==> src/rtl/dkc_pkg.sv <==
// Shared constants for the disk controller host port: command codes,
// completion codes, default geometry, timing counts and host register map.
// Assumes both ends, the checker and the testbench use these names.
package dkc_pkg;
	// Command codes
	localparam logic [7:0] CMD_DIAG = 8'hE4;
	localparam logic [7:0] CMD_SENSE = 8'h03;
	localparam logic [7:0] CMD_INIT = 8'h0C;
	// Completion status
	localparam logic [7:0] STS_OK = 8'h00;
	localparam logic [7:0] STS_REJECT = 8'h01;
	localparam logic [7:0] STS_DIAG_FAIL = 8'h02;
	// Default geometry, in Initialize parameter-list order
	localparam logic [7:0] DEF_HEADS = 8'h03;
	localparam logic [7:0] DEF_CYL_MSB = 8'h01;
	localparam logic [7:0] DEF_CYL_LSB = 8'h31;
	localparam logic [7:0] DEF_RWC = 8'h80;
	localparam logic [7:0] DEF_WPC = 8'h80;
	localparam int PARM_BYTES = 5;
	localparam logic [1:0] PARM_WORDS = 2'h3;
	// Timing counts in sys_clk cycles, and the number of self-tests
	localparam logic [7:0] DIAG_CYC = 8'h10;
	localparam logic [7:0] DRV_CYC = 8'h08;
	localparam int DIAG_TESTS = 3;
	// Host register byte offsets
	localparam logic [7:0] REG_CMD = 8'h00;
	localparam logic [7:0] REG_STAT = 8'h04;
	localparam logic [7:0] REG_WDATA = 8'h08;
	localparam logic [7:0] REG_RDATA = 8'h0C;
	localparam logic [7:0] REG_FCTRL = 8'h10;
	localparam logic [7:0] REG_FDATA = 8'h14;
	localparam logic [7:0] REG_IRQ_STS = 8'h18;
	localparam logic [7:0] REG_IRQ_MASK = 8'h1C;
	// Interrupt status bit positions and field width
	localparam int IRQ_DONE = 0;
	localparam int IRQ_HD_RX = 1;
	localparam int IRQ_FD = 2;
	localparam int IRQ_W = 3;
	// Floppy control bit positions
	localparam int FCTRL_DIR = 0;
	localparam int FCTRL_EN = 1;
endpackage : dkc_pkg

==> src/rtl/dkc_if.sv <==
// Host port between the controller board and the host.
// Assumes both ends run on the same sys_clk; all signals are levels
// except fd_dack and done, which are one-cycle pulses.
`timescale 1ns/1ps
interface dkc_if;
	logic cmd_valid;
	logic [7:0] cmd_code;
	logic cmd_ready;
	logic wd_valid;
	logic [15:0] wd_data;
	logic wd_ready;
	logic rd_valid;
	logic [15:0] rd_data;
	logic rd_ready;
	logic done;
	logic [7:0] status;
	logic fd_dir;
	logic fd_drq;
	logic fd_dack;
	logic [7:0] fd_h2d;
	logic [7:0] fd_d2h;
	modport dev (
		input cmd_valid, cmd_code, wd_valid, wd_data, rd_ready, fd_dir, fd_dack, fd_h2d,
		output cmd_ready, wd_ready, rd_valid, rd_data, done, status, fd_drq, fd_d2h
	);
	modport host (
		output cmd_valid, cmd_code, wd_valid, wd_data, rd_ready, fd_dir, fd_dack, fd_h2d,
		input cmd_ready, wd_ready, rd_valid, rd_data, done, status, fd_drq, fd_d2h
	);
endinterface : dkc_if

==> src/rtl/dkc_dev.sv <==
// Controller-board end of the host port: hard-disk command interpreter
// with self-test, default geometry and sense data, plus an independent
// floppy byte channel served by host DMA. Assumes one sys_clk with the host.
//
// Contract
// - Hard-disk and floppy sections run independently.
// - Hard-disk data in words, floppy in bytes.
// - Floppy data moves over a DMA channel.
// - Host drives floppy hardware; no local control.
// - Reset lights fault LED, then runs diagnostics.
// - Code E4 runs the reset diagnostics.
// - Failed diagnostic leaves fault LED lit.
// - Disk commands rejected until diagnostics pass.
// - Diagnostics and sense stay usable after failure.
// - All pass clears LED, enables disk commands.
// - Reset loads heads default hex 03.
// - Cylinder MSB default hex 01.
// - Cylinder LSB default hex 31.
// - Reduced write current default hex 80.
// - Write precompensation default hex 80.
// - Defaults sit in Initialize list order.
//
// Added by the designer: the register offsets and the APB register port.
`timescale 1ns/1ps
module dkc_dev (
	input wire logic sys_clk,
	input wire logic rst_n,
	dkc_if.dev hp,
	input wire logic [2:0] diag_inject,
	output logic fault_led,
	output logic drive_act,
	output logic [7:0] geo_heads,
	output logic [7:0] geo_cyl_msb,
	output logic [7:0] geo_cyl_lsb,
	output logic [7:0] geo_rwc,
	output logic [7:0] geo_wpc,
	input wire logic fd_in_valid,
	input wire logic [7:0] fd_in_data,
	output logic fd_in_ready,
	output logic fd_out_valid,
	output logic [7:0] fd_out_data,
	input wire logic fd_out_ready
);
	typedef enum logic [5:0] {
		DKC_IDLE = 6'b000001,
		DKC_DIAG = 6'b000010,
		DKC_PARM = 6'b000100,
		DKC_DRV = 6'b001000,
		DKC_SENSE = 6'b010000,
		DKC_DONE = 6'b100000
	} dkc_state_t;

	dkc_state_t state_ff;
	dkc_state_t nxt_state;
	logic led_ff;
	logic passed_ff;
	logic diag_go_ff;
	logic cmd_rdy_ff;
	logic wd_rdy_ff;
	logic rd_vld_ff;
	logic [15:0] rd_dat_ff;
	logic done_ff;
	logic [7:0] sts_ff;
	logic [7:0] nxt_sts;
	logic [7:0] sense_ff;
	logic [1:0] pcnt_ff;
	logic [7:0] act_cnt_ff;
	logic drive_act_ff;
	localparam int PARM_BYTES_W = dkc_pkg::PARM_BYTES;
	localparam logic [7:0] PARM_DEF [PARM_BYTES_W] = '{dkc_pkg::DEF_HEADS,
		dkc_pkg::DEF_CYL_MSB, dkc_pkg::DEF_CYL_LSB, dkc_pkg::DEF_RWC, dkc_pkg::DEF_WPC};
	logic [7:0] parm_ff [PARM_BYTES_W];
	logic diag_busy;
	logic diag_fin;
	logic diag_pass;
	logic [7:0] diag_code;

	// Command decode
	wire cmd_take = hp.cmd_valid && cmd_rdy_ff;
	wire is_diag = (hp.cmd_code == dkc_pkg::CMD_DIAG);
	wire is_sense = (hp.cmd_code == dkc_pkg::CMD_SENSE);
	wire is_init = (hp.cmd_code == dkc_pkg::CMD_INIT);
	wire is_disk = !is_diag && !is_sense;
	wire reject = is_disk && !passed_ff;
	wire wd_take = hp.wd_valid && wd_rdy_ff;
	wire rd_take = rd_vld_ff && hp.rd_ready;
	wire act_end = (act_cnt_ff == dkc_pkg::DRV_CYC - 8'h01);
	wire parm_last = (pcnt_ff == dkc_pkg::PARM_WORDS - 2'h1);

	dkc_diag u_diag (
		.sys_clk(sys_clk),
		.rst_n(rst_n),
		.start(diag_go_ff),
		.fail_inject(diag_inject),
		.busy(diag_busy),
		.fin(diag_fin),
		.pass(diag_pass),
		.fail_code(diag_code)
	);

	always_comb begin
		nxt_state = state_ff;
		nxt_sts = sts_ff;
		unique case (state_ff)
			DKC_IDLE: begin
				if (cmd_take) begin
					if (is_diag) begin
						nxt_state = DKC_DIAG;
					end else if (is_sense) begin
						nxt_state = DKC_SENSE;
					end else if (reject) begin
						nxt_sts = dkc_pkg::STS_REJECT;
						nxt_state = DKC_DONE;
					end else if (is_init) begin
						nxt_state = DKC_PARM;
					end else begin
						nxt_state = DKC_DRV;
					end
				end
			end
			DKC_DIAG: begin
				if (diag_fin) begin
					nxt_sts = diag_pass ? dkc_pkg::STS_OK : dkc_pkg::STS_DIAG_FAIL;
					nxt_state = DKC_DONE;
				end
			end
			DKC_PARM: begin
				if (wd_take && parm_last) begin
					nxt_sts = dkc_pkg::STS_OK;
					nxt_state = DKC_DONE;
				end
			end
			DKC_DRV: begin
				if (act_end) begin
					nxt_sts = dkc_pkg::STS_OK;
					nxt_state = DKC_DONE;
				end
			end
			DKC_SENSE: begin
				if (rd_take) begin
					nxt_sts = dkc_pkg::STS_OK;
					nxt_state = DKC_DONE;
				end
			end
			DKC_DONE: nxt_state = DKC_IDLE;
		endcase
	end

	always_ff @(posedge sys_clk) begin
		if (!rst_n) begin
			state_ff <= DKC_DIAG;
			led_ff <= 1'b1;
			passed_ff <= 1'b0;
			diag_go_ff <= 1'b1;
			sts_ff <= dkc_pkg::STS_OK;
		end else begin
			state_ff <= nxt_state;
			sts_ff <= nxt_sts;
			diag_go_ff <= cmd_take && is_diag && (state_ff == DKC_IDLE);
			if (cmd_take && is_diag) begin
				led_ff <= 1'b1;
				passed_ff <= 1'b0;
			end else if (diag_fin) begin
				led_ff <= !diag_pass;
				passed_ff <= diag_pass;
			end
		end
	end

	// Host handshakes and sense data
	always_ff @(posedge sys_clk) begin
		if (!rst_n) begin
			cmd_rdy_ff <= 1'b0;
			wd_rdy_ff <= 1'b0;
			rd_vld_ff <= 1'b0;
			rd_dat_ff <= 16'h0000;
			done_ff <= 1'b0;
			sense_ff <= 8'h00;
			pcnt_ff <= 2'h0;
		end else begin
			cmd_rdy_ff <= (nxt_state == DKC_IDLE) && !cmd_take;
			wd_rdy_ff <= (nxt_state == DKC_PARM) && !(wd_take && parm_last);
			done_ff <= (nxt_state == DKC_DONE);
			if (diag_fin) begin
				sense_ff <= diag_code;
			end
			if (state_ff == DKC_IDLE && cmd_take && is_sense) begin
				rd_vld_ff <= 1'b1;
				rd_dat_ff <= {sts_ff, sense_ff};
			end else if (rd_take) begin
				rd_vld_ff <= 1'b0;
			end
			if (state_ff != DKC_PARM) begin
				pcnt_ff <= 2'h0;
			end else if (wd_take) begin
				pcnt_ff <= pcnt_ff + 2'h1;
			end
		end
	end

	// Drive activity only for accepted disk commands
	always_ff @(posedge sys_clk) begin
		if (!rst_n) begin
			drive_act_ff <= 1'b0;
			act_cnt_ff <= 8'h00;
		end else begin
			drive_act_ff <= (nxt_state == DKC_DRV);
			act_cnt_ff <= (state_ff == DKC_DRV) ? act_cnt_ff + 8'h01 : 8'h00;
		end
	end

	// Geometry bytes: low lane is the even list byte, high lane the odd one
	genvar gi;
	generate
		for (gi = 0; gi < PARM_BYTES_W; gi++) begin : g_parm
			wire hit = wd_take && (pcnt_ff == 2'(gi / 2));
			always_ff @(posedge sys_clk) begin
				if (!rst_n) begin
					parm_ff[gi] <= PARM_DEF[gi];
				end else if (hit) begin
					parm_ff[gi] <= (gi % 2 == 0) ? hp.wd_data[7:0] : hp.wd_data[15:8];
				end
			end
		end
	endgenerate

	// Floppy byte channel, independent of the self-test state
	logic fd_in_full_ff;
	logic [7:0] fd_in_ff;
	logic fd_out_full_ff;
	logic [7:0] fd_out_ff;
	logic fd_drq_ff;
	logic fd_in_rdy_ff;
	wire fd_ack = hp.fd_dack && fd_drq_ff;
	wire fd_load = fd_in_valid && fd_in_rdy_ff;
	wire fd_drain = fd_out_full_ff && fd_out_ready;
	wire nxt_in_full = fd_load || (fd_in_full_ff && !(fd_ack && !hp.fd_dir));
	wire nxt_out_full = (fd_ack && hp.fd_dir) || (fd_out_full_ff && !fd_drain);

	always_ff @(posedge sys_clk) begin
		if (!rst_n) begin
			fd_in_full_ff <= 1'b0;
			fd_in_ff <= 8'h00;
			fd_out_full_ff <= 1'b0;
			fd_out_ff <= 8'h00;
			fd_drq_ff <= 1'b0;
			fd_in_rdy_ff <= 1'b0;
		end else begin
			fd_in_full_ff <= nxt_in_full;
			fd_out_full_ff <= nxt_out_full;
			fd_in_rdy_ff <= !nxt_in_full;
			fd_drq_ff <= hp.fd_dir ? !nxt_out_full : nxt_in_full;
			if (fd_load) begin
				fd_in_ff <= fd_in_data;
			end
			if (fd_ack && hp.fd_dir) begin
				fd_out_ff <= hp.fd_h2d;
			end
		end
	end

	assign hp.cmd_ready = cmd_rdy_ff;
	assign hp.wd_ready = wd_rdy_ff;
	assign hp.rd_valid = rd_vld_ff;
	assign hp.rd_data = rd_dat_ff;
	assign hp.done = done_ff;
	assign hp.status = sts_ff;
	assign hp.fd_drq = fd_drq_ff;
	assign hp.fd_d2h = fd_in_ff;
	assign fault_led = led_ff;
	assign drive_act = drive_act_ff;
	assign geo_heads = parm_ff[0];
	assign geo_cyl_msb = parm_ff[1];
	assign geo_cyl_lsb = parm_ff[2];
	assign geo_rwc = parm_ff[3];
	assign geo_wpc = parm_ff[4];
	assign fd_in_ready = fd_in_rdy_ff;
	assign fd_out_valid = fd_out_full_ff;
	assign fd_out_data = fd_out_ff;
endmodule : dkc_dev

==> src/rtl/dkc_diag.sv <==
// Built-in diagnostic sequencer: runs the tests one after another and
// stops at the first failure. Assumes start is a one-cycle pulse.
`timescale 1ns/1ps
module dkc_diag (
	input wire logic sys_clk,
	input wire logic rst_n,
	input wire logic start,
	input wire logic [2:0] fail_inject,
	output logic busy,
	output logic fin,
	output logic pass,
	output logic [7:0] fail_code
);
	logic busy_ff;
	logic fin_ff;
	logic pass_ff;
	logic [7:0] code_ff;
	logic [1:0] test_ff;
	logic [7:0] cnt_ff;
	wire test_end = busy_ff && (cnt_ff == dkc_pkg::DIAG_CYC - 8'h01);
	wire test_bad = fail_inject[test_ff];
	wire last_test = (test_ff == 2'(dkc_pkg::DIAG_TESTS - 1));

	always_ff @(posedge sys_clk) begin
		if (!rst_n) begin
			busy_ff <= 1'b0;
			fin_ff <= 1'b0;
			pass_ff <= 1'b0;
			code_ff <= 8'h00;
			test_ff <= 2'h0;
			cnt_ff <= 8'h00;
		end else begin
			fin_ff <= 1'b0;
			if (start) begin
				busy_ff <= 1'b1;
				pass_ff <= 1'b0;
				code_ff <= 8'h00;
				test_ff <= 2'h0;
				cnt_ff <= 8'h00;
			end else if (test_end) begin
				cnt_ff <= 8'h00;
				if (test_bad || last_test) begin
					busy_ff <= 1'b0;
					fin_ff <= 1'b1;
					pass_ff <= !test_bad;
					code_ff <= test_bad ? {6'h00, test_ff} + 8'h01 : 8'h00;
				end else begin
					test_ff <= test_ff + 2'h1;
				end
			end else if (busy_ff) begin
				cnt_ff <= cnt_ff + 8'h01;
			end
		end
	end

	assign busy = busy_ff;
	assign fin = fin_ff;
	assign pass = pass_ff;
	assign fail_code = code_ff;
endmodule : dkc_diag

==> src/flat_wrapper.sv <==
// flat-port wrapper written by rule: the top's interface ports become plain ports
module dkc_dev_flat 
  (sys_clk, rst_n, diag_inject, fault_led, drive_act, geo_heads, geo_cyl_msb, geo_cyl_lsb, geo_rwc, geo_wpc, fd_in_valid, fd_in_data, fd_in_ready, fd_out_valid, fd_out_data, fd_out_ready, hp_cmd_valid, hp_cmd_code, hp_wd_valid, hp_wd_data, hp_rd_ready, hp_fd_dir, hp_fd_dack, hp_fd_h2d, hp_cmd_ready, hp_wd_ready, hp_rd_valid, hp_rd_data, hp_done, hp_status, hp_fd_drq, hp_fd_d2h);
  dkc_if hp_i ();
  input wire logic sys_clk;
  input wire logic rst_n;
  input wire logic [2:0] diag_inject;
  output logic fault_led;
  output logic drive_act;
  output logic [7:0] geo_heads;
  output logic [7:0] geo_cyl_msb;
  output logic [7:0] geo_cyl_lsb;
  output logic [7:0] geo_rwc;
  output logic [7:0] geo_wpc;
  input wire logic fd_in_valid;
  input wire logic [7:0] fd_in_data;
  output logic fd_in_ready;
  output logic fd_out_valid;
  output logic [7:0] fd_out_data;
  input wire logic fd_out_ready;
  input wire logic [$bits(hp_i.cmd_valid)-1:0] hp_cmd_valid;
  input wire logic [$bits(hp_i.cmd_code)-1:0] hp_cmd_code;
  input wire logic [$bits(hp_i.wd_valid)-1:0] hp_wd_valid;
  input wire logic [$bits(hp_i.wd_data)-1:0] hp_wd_data;
  input wire logic [$bits(hp_i.rd_ready)-1:0] hp_rd_ready;
  input wire logic [$bits(hp_i.fd_dir)-1:0] hp_fd_dir;
  input wire logic [$bits(hp_i.fd_dack)-1:0] hp_fd_dack;
  input wire logic [$bits(hp_i.fd_h2d)-1:0] hp_fd_h2d;
  output wire logic [$bits(hp_i.cmd_ready)-1:0] hp_cmd_ready;
  output wire logic [$bits(hp_i.wd_ready)-1:0] hp_wd_ready;
  output wire logic [$bits(hp_i.rd_valid)-1:0] hp_rd_valid;
  output wire logic [$bits(hp_i.rd_data)-1:0] hp_rd_data;
  output wire logic [$bits(hp_i.done)-1:0] hp_done;
  output wire logic [$bits(hp_i.status)-1:0] hp_status;
  output wire logic [$bits(hp_i.fd_drq)-1:0] hp_fd_drq;
  output wire logic [$bits(hp_i.fd_d2h)-1:0] hp_fd_d2h;
  assign hp_i.cmd_valid = hp_cmd_valid;
  assign hp_i.cmd_code = hp_cmd_code;
  assign hp_i.wd_valid = hp_wd_valid;
  assign hp_i.wd_data = hp_wd_data;
  assign hp_i.rd_ready = hp_rd_ready;
  assign hp_i.fd_dir = hp_fd_dir;
  assign hp_i.fd_dack = hp_fd_dack;
  assign hp_i.fd_h2d = hp_fd_h2d;
  assign hp_cmd_ready = hp_i.cmd_ready;
  assign hp_wd_ready = hp_i.wd_ready;
  assign hp_rd_valid = hp_i.rd_valid;
  assign hp_rd_data = hp_i.rd_data;
  assign hp_done = hp_i.done;
  assign hp_status = hp_i.status;
  assign hp_fd_drq = hp_i.fd_drq;
  assign hp_fd_d2h = hp_i.fd_d2h;
  dkc_dev u_core (.sys_clk(sys_clk), .rst_n(rst_n), .hp(hp_i), .diag_inject(diag_inject), .fault_led(fault_led), .drive_act(drive_act), .geo_heads(geo_heads), .geo_cyl_msb(geo_cyl_msb), .geo_cyl_lsb(geo_cyl_lsb), .geo_rwc(geo_rwc), .geo_wpc(geo_wpc), .fd_in_valid(fd_in_valid), .fd_in_data(fd_in_data), .fd_in_ready(fd_in_ready), .fd_out_valid(fd_out_valid), .fd_out_data(fd_out_data), .fd_out_ready(fd_out_ready));
endmodule
==> config.mk <==
export PLATFORM = sky130hd
export DESIGN_NAME = dkc_dev_flat
export DESIGN_NICKNAME = d
export VERILOG_FILES = /design/src/rtl/dkc_pkg.sv /design/src/rtl/dkc_if.sv /design/src/rtl/dkc_dev.sv /design/src/rtl/dkc_diag.sv /design/src/flat_wrapper.sv
export SDC_FILE = /design/constraint.sdc
export NUM_CORES = 1
export LEC_CHECK = 0
export ABC_AREA = 0
export BUFFER_PORTS_ARGS = -buffer_cell sky130_fd_sc_hd__clkbuf_2
export CELL_PAD_IN_SITES_DETAIL_PLACEMENT = 0
export CELL_PAD_IN_SITES_GLOBAL_PLACEMENT = 1
export CORE_MARGIN = 2
export CORE_UTILIZATION = 39
export DETAILED_ROUTE_END_ITERATION = 7
export MAX_ROUTING_LAYER = met4
export PLACE_DENSITY = 0.79
export SYNTH_ARGS = -nofsm -noshare
export SYNTH_HDL_FRONTEND = slang
export SYNTH_SLANG_ARGS = --single-unit
==> constraint.sdc <==
create_clock -name sys_clk -period 1.98 [get_ports sys_clk]
set_input_delay 0.297 -clock sys_clk [delete_from_list [all_inputs] [get_ports sys_clk]]
set_output_delay 0.297 -clock sys_clk [all_outputs]
set_load 0.01 [all_outputs]
==> flow_metrics.py <==
metrics = {
    "worst_setup_path": {
        "start_kind": "register",
        "critPathLaunch": "u_core.state_ff[1]$_SDFF_PN1_",
        "required_ns": 2.21,
        "cp-end-kind": "register",
        "worst-path-max-fanout": 8,
        "cp.arrival_ns": 2.10,
        "r2r-start": "u_core.state_ff[1]$_SDFF_PN1_",
        "path_class": "reg2reg",
    },
    "clock_tree": {
        "clk_latency_ns": 0.34,
        "cts_tree": "built",
        "clkSinkCount": 110,
        "cts_root_buf": "clkbuf_16",
        "clk_pin_slew_ns": 0.07,
        "htree_levels": 3,
        "numCtsBuffers": 9,
        "cts.path.max_buffers": 2,
    },
    "global_route": {
        "grt_pass1_vias": 3493,
        "antenna_found_initial": 0,
        "grt_pass1_wl_um": 16800,
        "grt_max_degree": 23,
        "grt.overflow.total": 0,
        "grt_util_all_layers_pct": 16.8,
    },
    "sta": {
        "tightest_slew_ns": 0.777,
        "hold_viol": 0,
        "timing.fmax_mhz": 536,
        "setup_ws_ns": 0.113,
        "fin_hold_ws_ns": 0.181,
        "finClkSkew_ns": 0.00647,
        "timing.final.max_slew_violations": 0,
        "finalCritPeriodShare_pct": 94.3,
        "setup-violations-final": 0,
        "period_minus_slack_ns": 1.87,
        "relSlewSlack_pct": 48.0,
    },
    "placement": {
        "dp_hpwl_um": 7900,
        "dp_slack_ns": -0.0496,
        "gp_congestion": 0.823,
        "portBuffers": 123,
        "dp.cells": 727,
        "placed_cell_area_um2": 5500,
    },
    "logic_synthesis": {
        "syn_area_um2": 4740,
        "ys_seq_area_share_pct": 55.0,
        "async_flop_share_pct": 0,
        "synth.ff_latch_count": 110,
        "ys.flop_type": "dfxtp_1",
        "synthCells": 462,
        "yosysWarnings": 0,
        "synth_edf_count": 40,
        "avgSynthCellArea_um2": 10.3,
        "yosysUniqueCellTypes": 63,
    },
    "routing": {
        "drt_iter0_markers": 146,
        "ant_nets": 0,
        "vias": 3681,
        "highest_layer": "met4",
        "drt_wl_total_um": 10400,
        "wl_per_cell_um": 14.0,
        "drc": 0,
        "drt-met1-wl_um": 4660,
        "wl_met3_um": 412,
        "wl_met2_um": 5080,
        "via_per_inst": 4.95,
        "dr.pass1.iters": 4,
    },
    "power_and_ir_drop": {
        "peakVddDrop_uv": 399,
        "power_density_nw_per_um2": 856,
        "p_leak_nw": 2.39,
    },
    "outcome": {
        "status": "complete, no violations",
    },
    "cells_and_area": {
        "syn_to_final_growth_pct": 23.0,
        "drive_gt1_share_pct": 29.2,
        "finalNonFillerCells": 743,
        "stdcell_area_um2": 5820,
        "diodes": 0,
        "final_util_pct": 48.9,
        "layout.nets": 650,
    },
    "floorplanning": {
        "row_count": 40,
        "die_y_um": 114,
        "core_area_um2": 11900,
        "start_util_pct": 39.8,
        "die_w_um": 114,
        "ios": 141,
        "die_area_um2": 13000,
    },
    "job": {
        "max_cap_violations": 0,
    },
    "hold_path": {
        "min_path_type": "in2reg",
        "hold_path_startpoint": "hp_fd_h2d[2]",
    },
}
[flip-flops by register name, summed over array words and instances (netlist names), 5 cells and up]
signal / flops
u_core.parm_ff: 40
u_core.hp.fd_d2h: 8
u_core.act_cnt_ff: 8
u_core.fd_out_data: 8
u_core.u_diag.cnt_ff: 8
u_core.hp.rd_data: 5
u_core.state_ff: 6
[logic make-up (layout without fill, tap and decap cells)]
kind of cell               count (synthesis)  after routing  share of synthesized area (%)
AOI/OAI and AO/OA                         62             62                           8.69
xor gates and xnor gates                  15             15                           2.77
adders and majority gates                  7              7                           1.85
buffers and inverters                     43            161                           4.83
DFF                                      110            110                           55.0
muxes                                     11             11                           2.33
other                                      1             17                         0.0792
and+or+nand+nor                          213            213                           24.5
[per-layer routing]
layer / vias up / global-route usage [%]
met1: 1722 / 20.4
met2: 97 / 27.5
met4: 0 / 6.75
li1: 1844 / -
met3: 18 / 3.28
met5: - / -
[through the flow]
stage,total power [mW],TNS [ns]
floorplan,3.03,0
global placement,3.28,0
detailed placement,3.29,-0.0496
CTS,5.01,0
global route,5.24,-0.00377
finish,4.99,0
[Yosys cell counts, drive strengths merged (6+ instances only)]
master | n | share of area (%)
inv | 8 | 0.63
nand3 | 24 | 2.5
nor2 | 45 | 3.6
dfxtp | 70 | 30
a21oi | 27 | 2.9
mux2i | 11 | 2.3
xnor2 | 6 | 1.1
buf | 20 | 3.0
edfxtp | 40 | 25
xor2 | 9 | 1.7
o21ai | 11 | 1.2
or3 | 9 | 1.2
ha | 7 | 1.8
nand2 | 46 | 3.6
and3 | 16 | 2.1
and2 | 34 | 4.5
clkbuf | 15 | 1.2
[what timing repair did]
action,in CTS,in global routing
endpoints found under the setup margin,0,5
gates resized for setup,0,9
endpoints found under the hold margin,0,0
buffers inserted,0,0
hold buffers,0,0
[layout by cell type (no fill, tap or decap), types with 8 or more instances in the layout]
cell type and count:
nor2_1 44, a21oi_1 26, inv_1 8, nand3_1 24, dfxtp_1 67, o21ai_0 10
conb_1 17, xor2_1 9, mux2i_1 11, clkbuf_2 123, buf_4 14, and2_1 32
clkbuf_16 10, nand2_1 46, and3_1 15, or3_1 9, edfxtp_1 40
[critical path, stage by stage, from the launching register on]
cell     delay, ns
dfxtp_1       0.51
or3b_2        0.50
a21oi_2       0.26
o32ai_4       0.16
nor4b_1       0.33
[where the power goes]
group	switching, mW	leakage, nW	internal (mW)
Combinational	0.418	1.30	0.351
Sequential	0.0785	0.953	2.42
Clock	0.787	0.136	0.934
Total	1.28	2.39	3.70
[cell type report]
class	instances	area, µm²
Clock inverter	4	28.8
Tap cell	147	184
Timing Repair Buffer	137	721
Sequential cell	110	2610
Fill cell	1147	6090
Clock buffer	12	258
Inverter	8	30.0
Multi-Input combinational cell	325	2000
[final timing paths]
| check | slack (ns) | cells past startpoint | to |
|---|---|---|---|
| worst max-delay path | 0.11 | 4 | u_core.hp.wd_ready$_SDFF_PN0_ |
| worst min-delay path | 0.18 | 3 | u_core.fd_out_data[2]$_SDFFE_PN0P_ |
| worst max register to register | 0.11 | 4 | u_core.hp.wd_ready$_SDFF_PN0_ |
| worst min register to register | 0.45 | 2 | u_core.fd_out_data[0]$_SDFFE_PN0P_ |
(Power assumes the default switching activity.)
